`src/core/iep_params.svh`:
```
// offsets, masks, reset values and field positions of the enable/priority bank
`ifndef IEP_PARAMS_SVH
`define IEP_PARAMS_SVH

// byte offsets on the register bus
`define IEP_OFF_EN3       8'h00
`define IEP_OFF_EN4       8'h04
`define IEP_OFF_EN5       8'h08
`define IEP_OFF_PR0       8'h0c
`define IEP_OFF_PR1       8'h10
`define IEP_OFF_STAT      8'h14
`define IEP_OFF_CLR       8'h18
`define IEP_OFF_IEN       8'h1c

// implemented bits of each enable register and their common reset value
`define IEP_MASK_EN3      16'h4066
`define IEP_MASK_EN4      16'h210e
`define IEP_MASK_EN5      16'h3fbe
`define IEP_RST_IEC       16'h0000

// implemented bits and reset values of the priority registers
`define IEP_MASK_PR0      16'h7777
`define IEP_MASK_PR1      16'h7770
`define IEP_RST_PR0       16'h4444
`define IEP_RST_PR1       16'h4440

// priority field layout: 3-bit fields every 4 bits, top one at bit 12
`define IEP_PRIO_TOP_LSB  12
`define IEP_PRIO_STRIDE   4
`define IEP_PRIO_PER_REG  4
`define IEP_LVL_OFF       3'h0

// interrupt status bit positions
`define IEP_ST_EN_REQ     0
`define IEP_ST_PRIO_REQ   1
`define IEP_ST_UNMAPPED   2

// htrans bit that marks NONSEQ or SEQ
`define IEP_TRANS_ACT     1

`endif

```
`src/core/iep_pkg.sv`:
```
// shared types of the enable/priority bank
package iep_pkg;

    typedef logic [15:0] iep_word_t;
    typedef logic [2:0]  iep_level_t;
    typedef logic [2:0]  iep_stat_t;

    // captured AHB address phase
    typedef struct packed {
        logic       valid;
        logic       write;
        logic       hi_zero;
        logic [7:0] addr;
    } iep_aph_s;

endpackage : iep_pkg

```
`src/core/iep_bank.sv`:
```
// interrupt enable and priority register bank with AHB-Lite slave
//
// Contract
// - enable 1 passes request, 0 blocks
// - priority code 111 gives level 7
// - code 001 level 1, linear between
// - priority code 000 disables source completely
// - unimplemented bits read zero, ignore writes
// - enable bits read/write, reset to zero
// - priority fields reset to 100, level 4
// - enable reg 3 bit positions as listed
// - enable reg 4 bit positions as listed
// - enable reg 5 bit positions as listed
// - priority reg 0 four fields placed
// - priority reg 1 three fields, low unimplemented
// - separator bits 15,11,7,3 read zero
`timescale 1ns/1ps
`include "iep_params.svh"

module iep_bank
    import iep_pkg::*;
#(
    parameter int NUM_IEC  = 3,
    parameter int NUM_IPC  = 2,
    parameter int NUM_PRIO = 7
)(
    input  wire logic                      hclk,
    input  wire logic                      hresetn,
    input  wire logic                      hsel,
    input  wire logic [31:0]               haddr,
    input  wire logic [1:0]                htrans,
    input  wire logic                      hwrite,
    input  wire logic [2:0]                hsize,
    input  wire logic [31:0]               hwdata,
    input  wire logic                      hready,
    output logic      [31:0]               hrdata,
    output logic                           hreadyout,
    output logic                           hresp,
    input  wire logic [NUM_IEC-1:0][15:0]  en_src_flag,
    input  wire logic [NUM_PRIO-1:0]       prio_src_flag,
    output logic      [NUM_IEC-1:0][15:0]  en_src_req,
    output logic      [NUM_PRIO-1:0]       prio_src_req,
    output logic      [NUM_PRIO-1:0][2:0]  prio_src_level,
    output logic                           irq
);

    localparam logic [NUM_IEC-1:0][7:0] IEC_OFF =
        {`IEP_OFF_EN5, `IEP_OFF_EN4, `IEP_OFF_EN3};
    localparam logic [NUM_IEC-1:0][15:0] IEC_MASK =
        {`IEP_MASK_EN5, `IEP_MASK_EN4, `IEP_MASK_EN3};
    localparam logic [NUM_IPC-1:0][7:0] IPC_OFF =
        {`IEP_OFF_PR1, `IEP_OFF_PR0};
    localparam logic [NUM_IPC-1:0][15:0] IPC_MASK =
        {`IEP_MASK_PR1, `IEP_MASK_PR0};
    localparam logic [NUM_IPC-1:0][15:0] IPC_RST =
        {`IEP_RST_PR1, `IEP_RST_PR0};

    iep_aph_s                  aph_nxt;
    iep_aph_s                  aph_r;
    iep_word_t [NUM_IEC-1:0]   iec_r;
    iep_word_t [NUM_IEC-1:0]   iec_nxt;
    iep_word_t [NUM_IPC-1:0]   ipc_r;
    iep_word_t [NUM_IPC-1:0]   ipc_nxt;
    iep_stat_t                 sts_r;
    iep_stat_t                 sts_nxt;
    iep_stat_t                 ien_r;
    iep_stat_t                 ien_nxt;
    iep_stat_t                 clr_w;
    iep_stat_t                 ev_w;
    iep_level_t [NUM_PRIO-1:0] lvl_w;
    logic [NUM_IEC-1:0][15:0]  en_req_nxt;
    logic [NUM_PRIO-1:0]       prio_req_nxt;
    logic                      wr_w;
    logic [31:0]               rd_nxt;

    // hit() decodes writes only; reads and the unmapped check each decode the address on their own
    function automatic logic hit(input iep_aph_s a, input logic [7:0] off);
        hit = a.valid && a.hi_zero && (a.addr == off);
    endfunction : hit

    function automatic logic mapped(input iep_aph_s a);
        mapped = a.hi_zero && (a.addr inside {`IEP_OFF_EN3, `IEP_OFF_EN4,
                 `IEP_OFF_EN5, `IEP_OFF_PR0, `IEP_OFF_PR1,
                 `IEP_OFF_STAT, `IEP_OFF_CLR, `IEP_OFF_IEN});
    endfunction : mapped

    // address phase capture; slave never inserts wait states
    always_comb
    begin
        aph_nxt.valid   = hsel && htrans[`IEP_TRANS_ACT] && hready;
        aph_nxt.write   = hwrite;
        aph_nxt.hi_zero = (haddr[31:8] == 24'h000000);
        aph_nxt.addr    = haddr[7:0];
    end

    always_ff @(posedge hclk or negedge hresetn)
    begin
        if (!hresetn)
            aph_r <= '0;
        else
            aph_r <= aph_nxt;
    end

    assign wr_w = aph_r.valid && aph_r.write;

    // enable registers; unimplemented positions masked off on write
    generate
        for (genvar k = 0; k < NUM_IEC; k++)
        begin : g_iec
            always_comb
            begin
                iec_nxt[k] = iec_r[k];
                if (wr_w && hit(aph_r, IEC_OFF[k]))
                    iec_nxt[k] = hwdata[15:0] & IEC_MASK[k];
            end

            always_ff @(posedge hclk or negedge hresetn)
            begin
                if (!hresetn)
                    iec_r[k] <= `IEP_RST_IEC;
                else
                    iec_r[k] <= iec_nxt[k];
            end
        end
    endgenerate

    // priority registers; separator bits never store a one
    generate
        for (genvar k = 0; k < NUM_IPC; k++)
        begin : g_ipc
            always_comb
            begin
                ipc_nxt[k] = ipc_r[k];
                if (wr_w && hit(aph_r, IPC_OFF[k]))
                    ipc_nxt[k] = hwdata[15:0] & IPC_MASK[k];
            end

            always_ff @(posedge hclk or negedge hresetn)
            begin
                if (!hresetn)
                    ipc_r[k] <= IPC_RST[k];
                else
                    ipc_r[k] <= ipc_nxt[k];
            end
        end
    endgenerate

    // field extraction: the code is the level, 000 means off
    generate
        for (genvar i = 0; i < NUM_PRIO; i++)
        begin : g_lvl
            localparam int REG = i / `IEP_PRIO_PER_REG;
            localparam int LSB = `IEP_PRIO_TOP_LSB
                               - `IEP_PRIO_STRIDE * (i % `IEP_PRIO_PER_REG);
            assign lvl_w[i] = ipc_r[REG][LSB +: 3];
            assign prio_req_nxt[i] = prio_src_flag[i]
                                  && (lvl_w[i] != `IEP_LVL_OFF);
        end
    endgenerate

    // enable gating; a cleared enable blocks the flag outright
    assign en_req_nxt = en_src_flag & iec_r;

    // requests and levels registered so the core sees clean levels
    always_ff @(posedge hclk or negedge hresetn)
    begin
        if (!hresetn)
        begin
            en_src_req     <= '0;
            prio_src_req   <= '0;
            prio_src_level <= '0;
        end
        else
        begin
            en_src_req     <= en_req_nxt;
            prio_src_req   <= prio_req_nxt;
            prio_src_level <= lvl_w;
        end
    end

    // events: rising request on either side, or an unmapped access
    always_comb
    begin
        ev_w = '0;
        ev_w[`IEP_ST_EN_REQ]   = |(en_req_nxt & ~en_src_req);
        ev_w[`IEP_ST_PRIO_REQ] = |(prio_req_nxt & ~prio_src_req);
        ev_w[`IEP_ST_UNMAPPED] = aph_r.valid && !mapped(aph_r);
    end

    // write-one-to-clear; a same-cycle event still wins
    always_comb
    begin
        clr_w = '0;
        if (wr_w && hit(aph_r, `IEP_OFF_CLR))
            clr_w = hwdata[2:0];
        sts_nxt = (sts_r & ~clr_w) | ev_w;
        ien_nxt = ien_r;
        if (wr_w && hit(aph_r, `IEP_OFF_IEN))
            ien_nxt = hwdata[2:0];
    end

    always_ff @(posedge hclk or negedge hresetn)
    begin
        if (!hresetn)
        begin
            sts_r <= '0;
            ien_r <= '0;
            irq   <= 1'b0;
        end
        else
        begin
            sts_r <= sts_nxt;
            ien_r <= ien_nxt;
            irq   <= |(sts_nxt & ien_nxt);
        end
    end

    // read data built from next values, so a read right after a
    // write to the same word sees the new contents
    always_comb
    begin
        rd_nxt = '0;
        if (aph_nxt.valid && !aph_nxt.write && aph_nxt.hi_zero)
        begin
            case (aph_nxt.addr)
                `IEP_OFF_EN3:  rd_nxt[15:0] = iec_nxt[0];
                `IEP_OFF_EN4:  rd_nxt[15:0] = iec_nxt[1];
                `IEP_OFF_EN5:  rd_nxt[15:0] = iec_nxt[2];
                `IEP_OFF_PR0:  rd_nxt[15:0] = ipc_nxt[0];
                `IEP_OFF_PR1:  rd_nxt[15:0] = ipc_nxt[1];
                `IEP_OFF_STAT: rd_nxt[2:0]  = sts_nxt;
                `IEP_OFF_IEN:  rd_nxt[2:0]  = ien_nxt;
                default:       rd_nxt       = '0; // clear reg reads zero
            endcase
        end
    end

    // bus answer: always ready, always OKAY
    always_ff @(posedge hclk or negedge hresetn)
    begin
        if (!hresetn)
        begin
            hrdata    <= '0;
            hreadyout <= 1'b1;
            hresp     <= 1'b0;
        end
        else
        begin
            hrdata    <= rd_nxt;
            hreadyout <= 1'b1;
            hresp     <= 1'b0;
        end
    end
endmodule : iep_bank

```
`config.mk`:
```
export PLATFORM = sky130hd
export DESIGN_NAME = iep_bank
export DESIGN_NICKNAME = d
export VERILOG_FILES = /design/src/core/iep_pkg.sv /design/src/core/iep_bank.sv
export VERILOG_INCLUDE_DIRS = /design/src /design/src/core
export SDC_FILE = /design/constraint.sdc
export NUM_CORES = 1
export LEC_CHECK = 0
export ABC_AREA = 1
export BUFFER_PORTS_ARGS = -buffer_cell sky130_fd_sc_hd__buf_2
export CAP_MARGIN = 15
export CELL_PAD_IN_SITES_DETAIL_PLACEMENT = 1
export CELL_PAD_IN_SITES_GLOBAL_PLACEMENT = 2
export CORE_MARGIN = 4
export CORE_UTILIZATION = 27
export DETAILED_ROUTE_END_ITERATION = 6
export PLACE_DENSITY = 0.74
export SETUP_SLACK_MARGIN = 0.02
export SLEW_MARGIN = 20
export SYNTH_ARGS = -nofsm -noshare
export SYNTH_HDL_FRONTEND = slang
export SYNTH_SLANG_ARGS = --single-unit
```
`constraint.sdc`:
```
create_clock -name hclk -period 1.61 [get_ports hclk]
set_clock_uncertainty 0.05 [all_clocks]
set_input_delay 0.483 -clock hclk [delete_from_list [all_inputs] [get_ports hclk]]
set_output_delay 0.483 -clock hclk [all_outputs]
set_load 0.05 [all_outputs]
```
==> results of run 1 <==
cell usage after synthesis (all sizes together):
cell type    n
inv        179
nand4        1
dfrtp      183
buf         30
a211oi       1
a21boi       1
nor2       130
a21oi        9
o21a         2
clkinv       1
conb         2
o211ai       2
nand3b       4
dfstp        7
nor3         9
a31o         1
nand2      250
and2        13
nand3       80
o21ai       37
state kept, by name, summed over array words and instances, names as in the netlist:
name,count
irq,1
prio_src_level,21
iec_r,48
prio_src_req,7
aph_r,11
ipc_r,32
en_src_req,48
sts_r,3
hrdata,16
ien_r,3
area by class of cell:
cell class	instances	area, sq um
repair buffers	327	2511
clock buffers	18	439.2
multi-input cells	558	3126
clock inverters	14	177.7
fillers	3504	17450
inverters	180	688.2
well taps	390	488.0
flip-flops and latches	190	4763
cells by family (layout without fill, tap and decap cells):
| family | count (synthesis) | in the layout | synth area share [%] |
|---|---|---|---|
| other | 2 | 18 | 0.09236 |
| buffers and inverters | 210 | 539 | 11.00 |
| AO/OA/AOI/OAI | 53 | 53 | 4.416 |
| AND/OR/NAND/NOR | 487 | 487 | 25.91 |
| flip-flops | 190 | 190 | 58.58 |
how the worst max path moves through the flow:
stage / end / depth (start not counted) / startpoint / slack [ns]
2_1_floorplan: hrdata[14] / 8 / haddr[1] / 0.05
6_report: hrdata[9] / 9 / aph_r[2] / -0.28
5_1_grt: hrdata[8] / 10 / aph_r[2] / -0.41
3_3_place_gp: hrdata[9] / 9 / haddr[1] / -0.32
3_5_place_dp: hrdata[9] / 9 / haddr[7] / -0.33
4_1_cts: hrdata[10] / 13 / aph_r[6] / -0.25
per-layer routing:
metal / vias up / part of all wire (%) / track usage (%)
met5: - / 0 / 0
met3: 16 / 4.2 / 2.825
met1: 3518 / 44 / 22.05
li1: 3458 / - / -
met4: 0 / 0.78 / 3.182
met2: 159 / 51 / 29.43
timing repair:
| item | CTS | global route |
|---|---|---|
| cloned | 3 | 3 |
| pin swaps | 30 | 24 |
| hold buffers | 1 | 0 |
| gates resized for setup | 139 | 149 |
| setup buffers | 9 | 5 |
| hold endpoints to repair | 13 | 0 |
| setup endpoints to repair | 81 | 110 |
per-stage QoR:
| step | cells | setup slack [ns] |
|---|---|---|
| global route | 1677 | -0.4108 |
| CTS | 1671 | -0.2530 |
| global placement | 1627 | -0.3241 |
| detailed placement | 1627 | -0.3298 |
| floorplan | 958 | 0.04852 |
| finish | 1677 | -0.2783 |
report_power, final:
| part | leakage (nW) | switching [mW] | internal [mW] |
|---|---|---|---|
| clock network | 0.295 | 2.04 | 2.40 |
| logic | 3.85 | 0.524 | 0.238 |
| registers | 2.32 | 0.0299 | 4.81 |
| total | 6.47 | 2.60 | 7.44 |
worst max-delay path, delay by kind of cell (launching register included):
family,cells,cell delay (ns)
AO/OA/AOI/OAI,1,0.23
buffers and inverters,1,0.15
flip-flops,1,0.46
AND/OR/NAND/NOR,7,0.88
==> run metrics, run 1 <==
Total Routed Length ~28000 um; Routed Antenna Nets 0; Peak Freq ~530 MHz; layout cells sized above 1 40.02%; Slowest-stage cell, CP dfrtp_1; starting density of the core a little over a quarter; crit path cell chain nor2_1 -> nand2_1 -> nor2_4 -> nand2_8 -> buf_12 -> o211ai_1 -> nand3_1 -> nor2_1 -> nor2_1; CTS clk-pin slew, worst paths 0.08 ns; reg2reg end hrdata[9]; full die area approximately 33000 sq um; Detailed Route Iter0 Violations 336; RSZ-0062 raised after global routing true; final-report hold violation count 0; Seq cells post-synth 190; Final min period about 1.9 ns; Post-Synthesis Cell Area approximately 8100 sq um; CP startpoint kind flip-flop; CTS tree done; Register-to-Register Setup Slack -0.28 ns; crit-path most repeated cell nor2_1; CTS buffer count 17; drt via density approximately 4.3; CTS Root Cell clkbuf_16; DRC 0; chip height around 180 um; Wirelength per Cell 16.92 um; final worst slack -0.2783 ns; routability cong. just under 0.8; CP Data Arrival Time between 2 and 2.5 ns; Pre-Repair DR Iteration Count 4; Seq/Total Area, Yosys 58.58%; worst setup path class flip-flop to flip-flop; ant diodes 0; Worst Hold Class primary input to flip-flop; final HPWL from detailed placement between 20000 and 25000 um; Hold Crit Endpoint aph_r[9]; post-synth top area share between 50% and 60%; Synthesis Warnings 0; P per Cell Area 823.5 nW/um^2; crit end category flip-flop; Area growth syn-to-layout 49.95%; port bufs 200; dpl cell area around 10000 sq um; # rows 63; clock tree buffer depth 2; vias in the first global route about 7700; area leader, netlist dfrtp_1; worst vdd ir between 600 and 700 uV; leading cell type in the layout, fill and taps excluded nand2_1; largest net degree at the start of global routing roughly 50; Worst-Skew Late Latency roughly 0.43 ns; Crit Path Max Fanout 6; number of top-level pins 240; Worst slew margin between 60 and 70%; total power between 10 and 15 mW; routed vias a little over 7000; depth of the worst hold-timing path 1; top area cells in the synthesized netlist dfrtp_1, nand2_1, inv_1, nor2_1, nand3_1; worst slew pin tran roughly 0.53 ns; Util after Layout ~41%; first-pass GRT wire length between 40000 and 50000 um; post-synthesis area per instance between 8 and 9 sq um; Max-Cap Viols 0; count of pins over their slew limit 0; hold path startpoint hwrite; Design Area, Final between 10000 and 15000 sq um; most frequent cells in the layout nand2_1, dfrtp_1, inv_1, buf_4, buf_2; CTS H-tree lvls 4; hold slack final 0.1234 ns; setup TNS -3.866 ns; gr usage total 16.79%; Period Utilization, post-route 117.3%; core area between 20000 and 30000 sq um; Nets roughly 1400; CP Data Required Time around 1.9 ns; distinct cell type count after synthesis 32; Reg-to-Reg Start aph_r[2]; Post-Syn Instances ~940; initial antenna violation count 0; total grt overflow 0; cells on worst reg2reg path 9; Lkg Pwr ~6.5 nW; failing checks setup timing; CTS sink cnt 190; Setup-failing EPs final 33; run status finished, violations left; Die X between 150 and 200 um; Crit path largest cell delay between 0.4 and 0.5 ns
(Power assumes the default switching activity.)
==> run 2, diff against run 1 <==
--- a/config.mk
+++ b/config.mk
@@ -16,6 +16,7 @@
 export DETAILED_ROUTE_END_ITERATION = 6
 export PLACE_DENSITY = 0.74
 export SETUP_SLACK_MARGIN = 0.02
+export SKIP_LAST_GASP = 1
 export SLEW_MARGIN = 20
 export SYNTH_ARGS = -nofsm -noshare
 export SYNTH_HDL_FRONTEND = slang
==> constraint.sdc (replaced) <==
create_clock -name hclk -period 1.6 [get_ports hclk]
set_clock_uncertainty 0.05 [all_clocks]
set_input_delay 0.48 -clock hclk [delete_from_list [all_inputs] [get_ports hclk]]
set_output_delay 0.48 -clock hclk [all_outputs]
set_load 0.05 [all_outputs]
==> run 2 against run 1 <==
  * The run still ends with setup timing left
  * Setup slack better by 0.020 ns
  * Critical endpoint is now hrdata[14]
  * First-iteration DRC count is 24% lower
  * Design area is 0.62% higher
  * Combinational power is 3.9% higher
  * Sequential share of layout area is 0.24 points lower
  * Clock power is 2% higher
  * Non-clock buffer count is 7 higher
  * Total power is 1.5% higher
==> run metrics, run 2 (same netlist as run 1, synthesis figures left out) <==
Pre-Repair DR Iteration Count 4 (unchanged); dpl cell area 10470 sq um (+0.77%); CP Data Required Time 1.89 ns (about the same); worst slew pin tran 0.4913 ns (-0.03405 ns); setup TNS -3.137 ns (+0.7287 ns); depth of the worst hold-timing path 1 (unchanged); gr usage total 16.90% (+0.11 points); critical path capture point hrdata[14]; final HPWL from detailed placement 21740 um (-0.27%); Final min period 1.858 ns (-0.03019 ns); P per Cell Area 830.4 nW/um^2 (+0.84%); starting density of the core 27.44% (unchanged); Lkg Pwr 6.562 nW (+1.4%); run status finished, violations left; Total Routed Length 28370 um (about the same); initial antenna violation count 1 (+1); CTS buffer count 17 (unchanged); final-report hold violation count 0 (unchanged); leading cell type in the layout, fill and taps excluded nand2_1; number of top-level pins 240 (unchanged); most frequent cells in the layout nand2_1, dfrtp_1, inv_1, buf_4, nor2_1; core area 29640 sq um (unchanged); drt via density 4.255 (-0.21%); crit end category flip-flop; Worst Hold Class primary input to flip-flop; final worst slack -0.2581 ns (+0.02019 ns); reg2reg end hrdata[14]; routability cong. 0.7837 (-0.51%); largest net degree at the start of global routing 38 (-22%); first-pass GRT wire length 43120 um (+0.53%); total grt overflow 0 (unchanged); count of pins over their slew limit 0 (unchanged); full die area 32960 sq um (unchanged); hold slack final 0.1059 ns (-0.01759 ns); # rows 63 (unchanged); Worst Setup SP aph_r[7]; vias in the first global route 7683 (+0.10%); Peak Freq 538.2 MHz (+1.6%); CTS Root Cell clkbuf_16; worst setup path class flip-flop to flip-flop; Detailed Route Iter0 Violations 254 (-24%); Max-Cap Viols 0 (unchanged); DRC 0 (unchanged); CP Data Arrival Time 2.15 ns (about the same); Crit Path Max Fanout 5 (-1); Setup-failing EPs final 25 (-24%); layout cells sized above 1 38.33% (-1.7 points); Worst slew margin 66.90% (+2.3 points); CTS tree done; CP startpoint kind flip-flop; Largest regs en_src_req (48), iec_r (48), ipc_r (32); Fill cells 3519 (+0.43%); Routed Antenna Nets 0 (unchanged); Register-to-Register Setup Slack -0.26 ns (+0.02 ns); CTS H-tree lvls 4 (unchanged); RSZ-0062 raised after global routing true; ant diodes 0 (unchanged); cells on worst reg2reg path 12 (+3); routed vias 7166 (+0.21%); Wirelength per Cell 16.85 um (-0.43%); Area growth syn-to-layout 50.87%; Reg-to-Reg Start aph_r[7]; clock tree buffer depth 2 (unchanged); Period Utilization, post-route 116.1% (-1.2 points); Die X 181.5 um (unchanged); CTS sink cnt 190 (unchanged); chip height 181.5 um (unchanged); Nets 1410 (+0.50%); worst vdd ir 670.3 uV (+9.7%); CTS clk-pin slew, worst paths 0.08 ns (about the same); failing checks setup timing; Worst-Skew Late Latency 0.44 ns (about the same); port bufs 200 (unchanged); Design Area, Final 12270 sq um (+0.62%)
==> run 2: cell types whose count changed in the layout (fill, tap and decap cells not counted), moves of 5 or more <==
| cell | previous run | this run |
|---|---|---|
| clkbuf_4 | 20 | 6 |
| nand2_4 | 22 | 17 |
| nand3_1 | 59 | 67 |
| buf_2 | 117 | 106 |
| buf_6 | 30 | 61 |
| nand3_2 | 17 | 10 |
| nand2_1 | 192 | 202 |
==> run 2: critical path: stages, from the launching register on <==
cell and delay, ns:
dfrtp_1 0.41, nor2_4 0.13, buf_6 0.11, nand2_4 0.06
nor2_4 0.11, buf_6 0.13, nand2_8 0.09, buf_16 0.17
o21ai_4 0.15, nand2_1 0.07, nand2_1 0.07, nor2_1 0.04
a21oi_1 0.16
==> run 2: what timing repair did <==
| item | CTS | global route |
|---|---|---|
| gates resized for setup | 164 | 122 |
| hold buffers | 1 | 0 |
| pin swaps | 30 | 33 |
| cloned | 3 | 3 |
| endpoints found under the hold margin | 20 | 0 |
| endpoints found under the setup margin | 119 | 116 |
| buffers inserted | 13 | 7 |
==> run 2: worst min-delay path by stage <==
stage	endpoint	slack, ns	from
floorplan	aph_r[0]	0.13	hresetn
global placement	prio_src_level[9]	0.32	ipc_r[0]
detailed placement	prio_src_level[10]	0.32	ipc_r[1]
CTS	aph_r[9]	0.09	hwrite
global route	aph_r[9]	0.08	hwrite
finish	aph_r[9]	0.11	hwrite
==> run 2: area by class of cell <==
| class | count | area, sq um | share of cell area [%] |
|---|---|---|---|
| clock buffer | 17 | 425.4 | 3.468 |
| clock inverter | 15 | 192.7 | 1.571 |
| inverter | 180 | 685.7 | 5.589 |
| multi-input combinational | 558 | 2968 | 24.19 |
| sequential | 190 | 4763 | 38.83 |
| tap | 390 | 488.0 | 3.978 |
| timing repair buffer | 334 | 2745 | 22.38 |
==> run 2: report_power, final <==
part           internal [mW]  switching [mW]  total, mW  leakage, nW
Sequential              4.84          0.0309       4.87         2.32
Combinational          0.262           0.530      0.792         3.94
Clock                   2.40            2.13       4.53        0.301
==> run 2: per-stage QoR <==
step / setup slack [ns] / std cells / util [%] / total power, mW
floorplan: 0.04152 / 958 / - / 5.318
global placement: -0.2871 / 1631 / 35.34 / 5.687
detailed placement: -0.3281 / 1631 / 35.34 / 5.699
CTS: -0.2133 / 1677 / 39.70 / 10.31
global route: -0.3653 / 1684 / 41.39 / 10.61
finish: -0.2581 / 1684 / 41.39 / 10.19
==> run 2: routing by layer <==
layer / wire (um) / up-vias / share of wire [%] / track usage (%)
met4: 367 / 2 / 1.3 / 3.182
li1: - / 3469 / - / -
met1: 12460 / 3513 / 44 / 22.32
met3: 1220 / 20 / 4.3 / 3.425
met2: 14310 / 162 / 50 / 29.06
met5: 8 / - / 0.028 / 0
==> run 3, diff against run 2 <==
--- a/config.mk
+++ b/config.mk
@@ -15,6 +15,7 @@
 export CORE_UTILIZATION = 27
 export DETAILED_ROUTE_END_ITERATION = 6
 export PLACE_DENSITY = 0.74
+export RECOVER_POWER = 50
 export SETUP_SLACK_MARGIN = 0.02
 export SKIP_LAST_GASP = 1
 export SLEW_MARGIN = 20
==> run 3 against run 2 <==
  * The flow still finishes with violations (setup timing)
  * Fmax rose by 1.1%
  * Core utilization fell by 0.28 points
  * Die area did not move
  * Sequential power barely moved
  * Register-to-register slack improved by 0.02 ns
  * First-iteration DRC count fell by 3.1%
  * Setup slack improved by 0.020 ns
  * Combinational power fell by 1%
==> run metrics, run 3 (same netlist as run 1, synthesis figures left out) <==
run status finished, violations left; failing checks setup timing; crit end category flip-flop; Final min period 1.838 ns (-0.01984 ns); first-pass GRT wire length 43120 um (unchanged); CTS clk-pin slew, worst paths 0.08 ns (about the same); hold slack final 0.1042 ns (-0.001639 ns); starting density of the core 27.44% (unchanged); Nets 1410 (unchanged); Detailed Route Iter0 Violations 246 (-3.1%); worst setup path class flip-flop to flip-flop; full die area 32960 sq um (unchanged); Peak Freq 544.0 MHz (+1.1%); # rows 63 (unchanged); vias in the first global route 7683 (unchanged); Pre-Repair DR Iteration Count 4 (unchanged); RSZ-0062 raised after global routing true; CTS Root Cell clkbuf_16; CP startpoint kind flip-flop; Lkg Pwr 6.462 nW (-1.5%); Setup-failing EPs final 26 (+4.0%); CTS buffer count 17 (unchanged); clock tree buffer depth 2 (unchanged); worst vdd ir 671.2 uV (+0.13%); P per Cell Area 836.1 nW/um^2 (+0.68%); Register-to-Register Setup Slack -0.24 ns (+0.02 ns); chip height 181.5 um (unchanged); DRC 0 (unchanged); final-report hold violation count 0 (unchanged); Period Utilization, post-route 114.9% (-1.2 points); layout cells sized above 1 36.01% (-2.3 points); CP Data Arrival Time 2.14 ns (about the same); leading cell type in the layout, fill and taps excluded nand2_1; routability cong. 0.7837 (unchanged); most frequent cells in the layout nand2_1, dfrtp_1, inv_1, buf_4, nor2_1; final worst slack -0.2382 ns (+0.01984 ns); crit path cell chain nor2_4 -> buf_6 -> nand2_4 -> nor2_4 -> buf_6 -> nand2_8 -> buf_16 -> o21ai_4 -> nand2_1 -> nand2_1 -> nor2_1 -> a21oi_1; setup TNS -3.034 ns (+0.1034 ns); Largest regs en_src_req (48), iec_r (48), ipc_r (32); Post-Place Cells 1631 (unchanged); Util after Layout 41.11% (-0.28 points); fin cells 1685 (+0.059%); CTS tree done; routed vias 7179 (+0.18%); CTS H-tree lvls 4 (unchanged); Die X 181.5 um (unchanged); Routed Antenna Nets 0 (unchanged); Worst Hold Class primary input to flip-flop; Worst slew margin 32.68% (-34 points); Total Routed Length 28360 um (about the same); Crit path largest cell delay 0.41 ns (about the same); gr usage total 16.90% (unchanged); Crit Path Max Fanout 5 (unchanged); worst slew pin tran 1.010 ns (+0.5184 ns); final HPWL from detailed placement 21740 um (unchanged); Max-Cap Viols 0 (unchanged); Wirelength per Cell 16.83 um (-0.11%); largest net degree at the start of global routing 38 (unchanged); Area growth syn-to-layout 49.84%; count of pins over their slew limit 0 (unchanged); Worst-Skew Late Latency 0.44 ns (about the same); number of top-level pins 240 (unchanged); initial antenna violation count 1 (unchanged); Fill cells 3537 (+0.51%); Slowest-stage cell, CP dfrtp_1; total grt overflow 0 (unchanged); CP Data Required Time 1.90 ns (about the same); CTS sink cnt 190 (unchanged); drt via density 4.261 (+0.12%); core area 29640 sq um (unchanged); port bufs 200 (unchanged)
-- run 3: cell types whose count changed in the layout (fill, tap and decap cells not counted) --
cell,previous run,this run
buf_4,140,110
clkbuf_2,0,1
dfstp_2,7,1
diode_2,0,1
clkbuf_4,6,17
clkbuf_1,0,24
clkbuf_8,1,0
and2_0,0,1
buf_2,106,101
and2_1,12,11
dfstp_1,0,6
-- run 3: layer usage --
metal	routed length (um)	global-route usage [%]	part of all wire, %
met1	12450	22.32	44
met2	14250	29.06	50
met3	1294	3.425	4.6
met4	366	3.182	1.3
met5	8	0	0.028
-- run 3: power breakdown --
part	leakage (nW)	switching [mW]	internal, mW	total, mW
clock	0.301	2.14	2.40	4.53
combinational	3.85	0.529	0.255	0.784
sequential	2.32	0.0309	4.84	4.87
total	6.46	2.70	7.49	10.2
-- run 3: path summary, 6_finish.rpt --
path	startpoint	to	cells after the start
max	aph_r[7]	hrdata[14]	12
min	hwrite	aph_r[9]	1
max reg2reg	aph_r[7]	hrdata[14]	12
min reg2reg	ipc_r[0]	prio_src_level[9]	0
max in group asynchronous	hresetn	ipc_r[14]	3
min in group asynchronous	hresetn	hrdata[4]	2
-- run 3: per-stage QoR --
stage	total power [mW]	instance area [sq um]	worst slack, ns
after floorplan	5.318	8197	0.04152
after global placement	5.687	10470	-0.2871
after detailed placement	5.699	10470	-0.3281
after CTS	10.31	11770	-0.2133
after global routing	10.60	12180	-0.3653
final	10.19	12180	-0.2382
-- run 3: area by class of cell --
cell class	instances	area (sq um)	share of cell area [%]
flip-flops and latches	190	4763	39.09
repair buffers	334	2659	21.82
clock inverters	15	192.7	1.581
well taps	390	488.0	4.005
inverters	180	685.7	5.627
multi-input cells	558	2968	24.36
clock buffers	17	425.4	3.491
diodes	1	2.502	0.02054
-- run 3: timing repair --
item | 4_1_cts | 5_1_grt
setup buffers | 13 | 7
pin swaps | 30 | 33
hold endpoints to repair | 20 | 0
cloned | 3 | 3
endpoints found under the setup margin | 119 | 116
hold buffers | 1 | 0
resized for setup | 164 | 122
-- run 3: critical path, delay by kind of cell, from the launching register on --
family,cells,cell delay [ns]
and+or+nand+nor,7,0.57
buffers and inverters,3,0.41
DFF,1,0.41
AOI/OAI and AO/OA,2,0.29
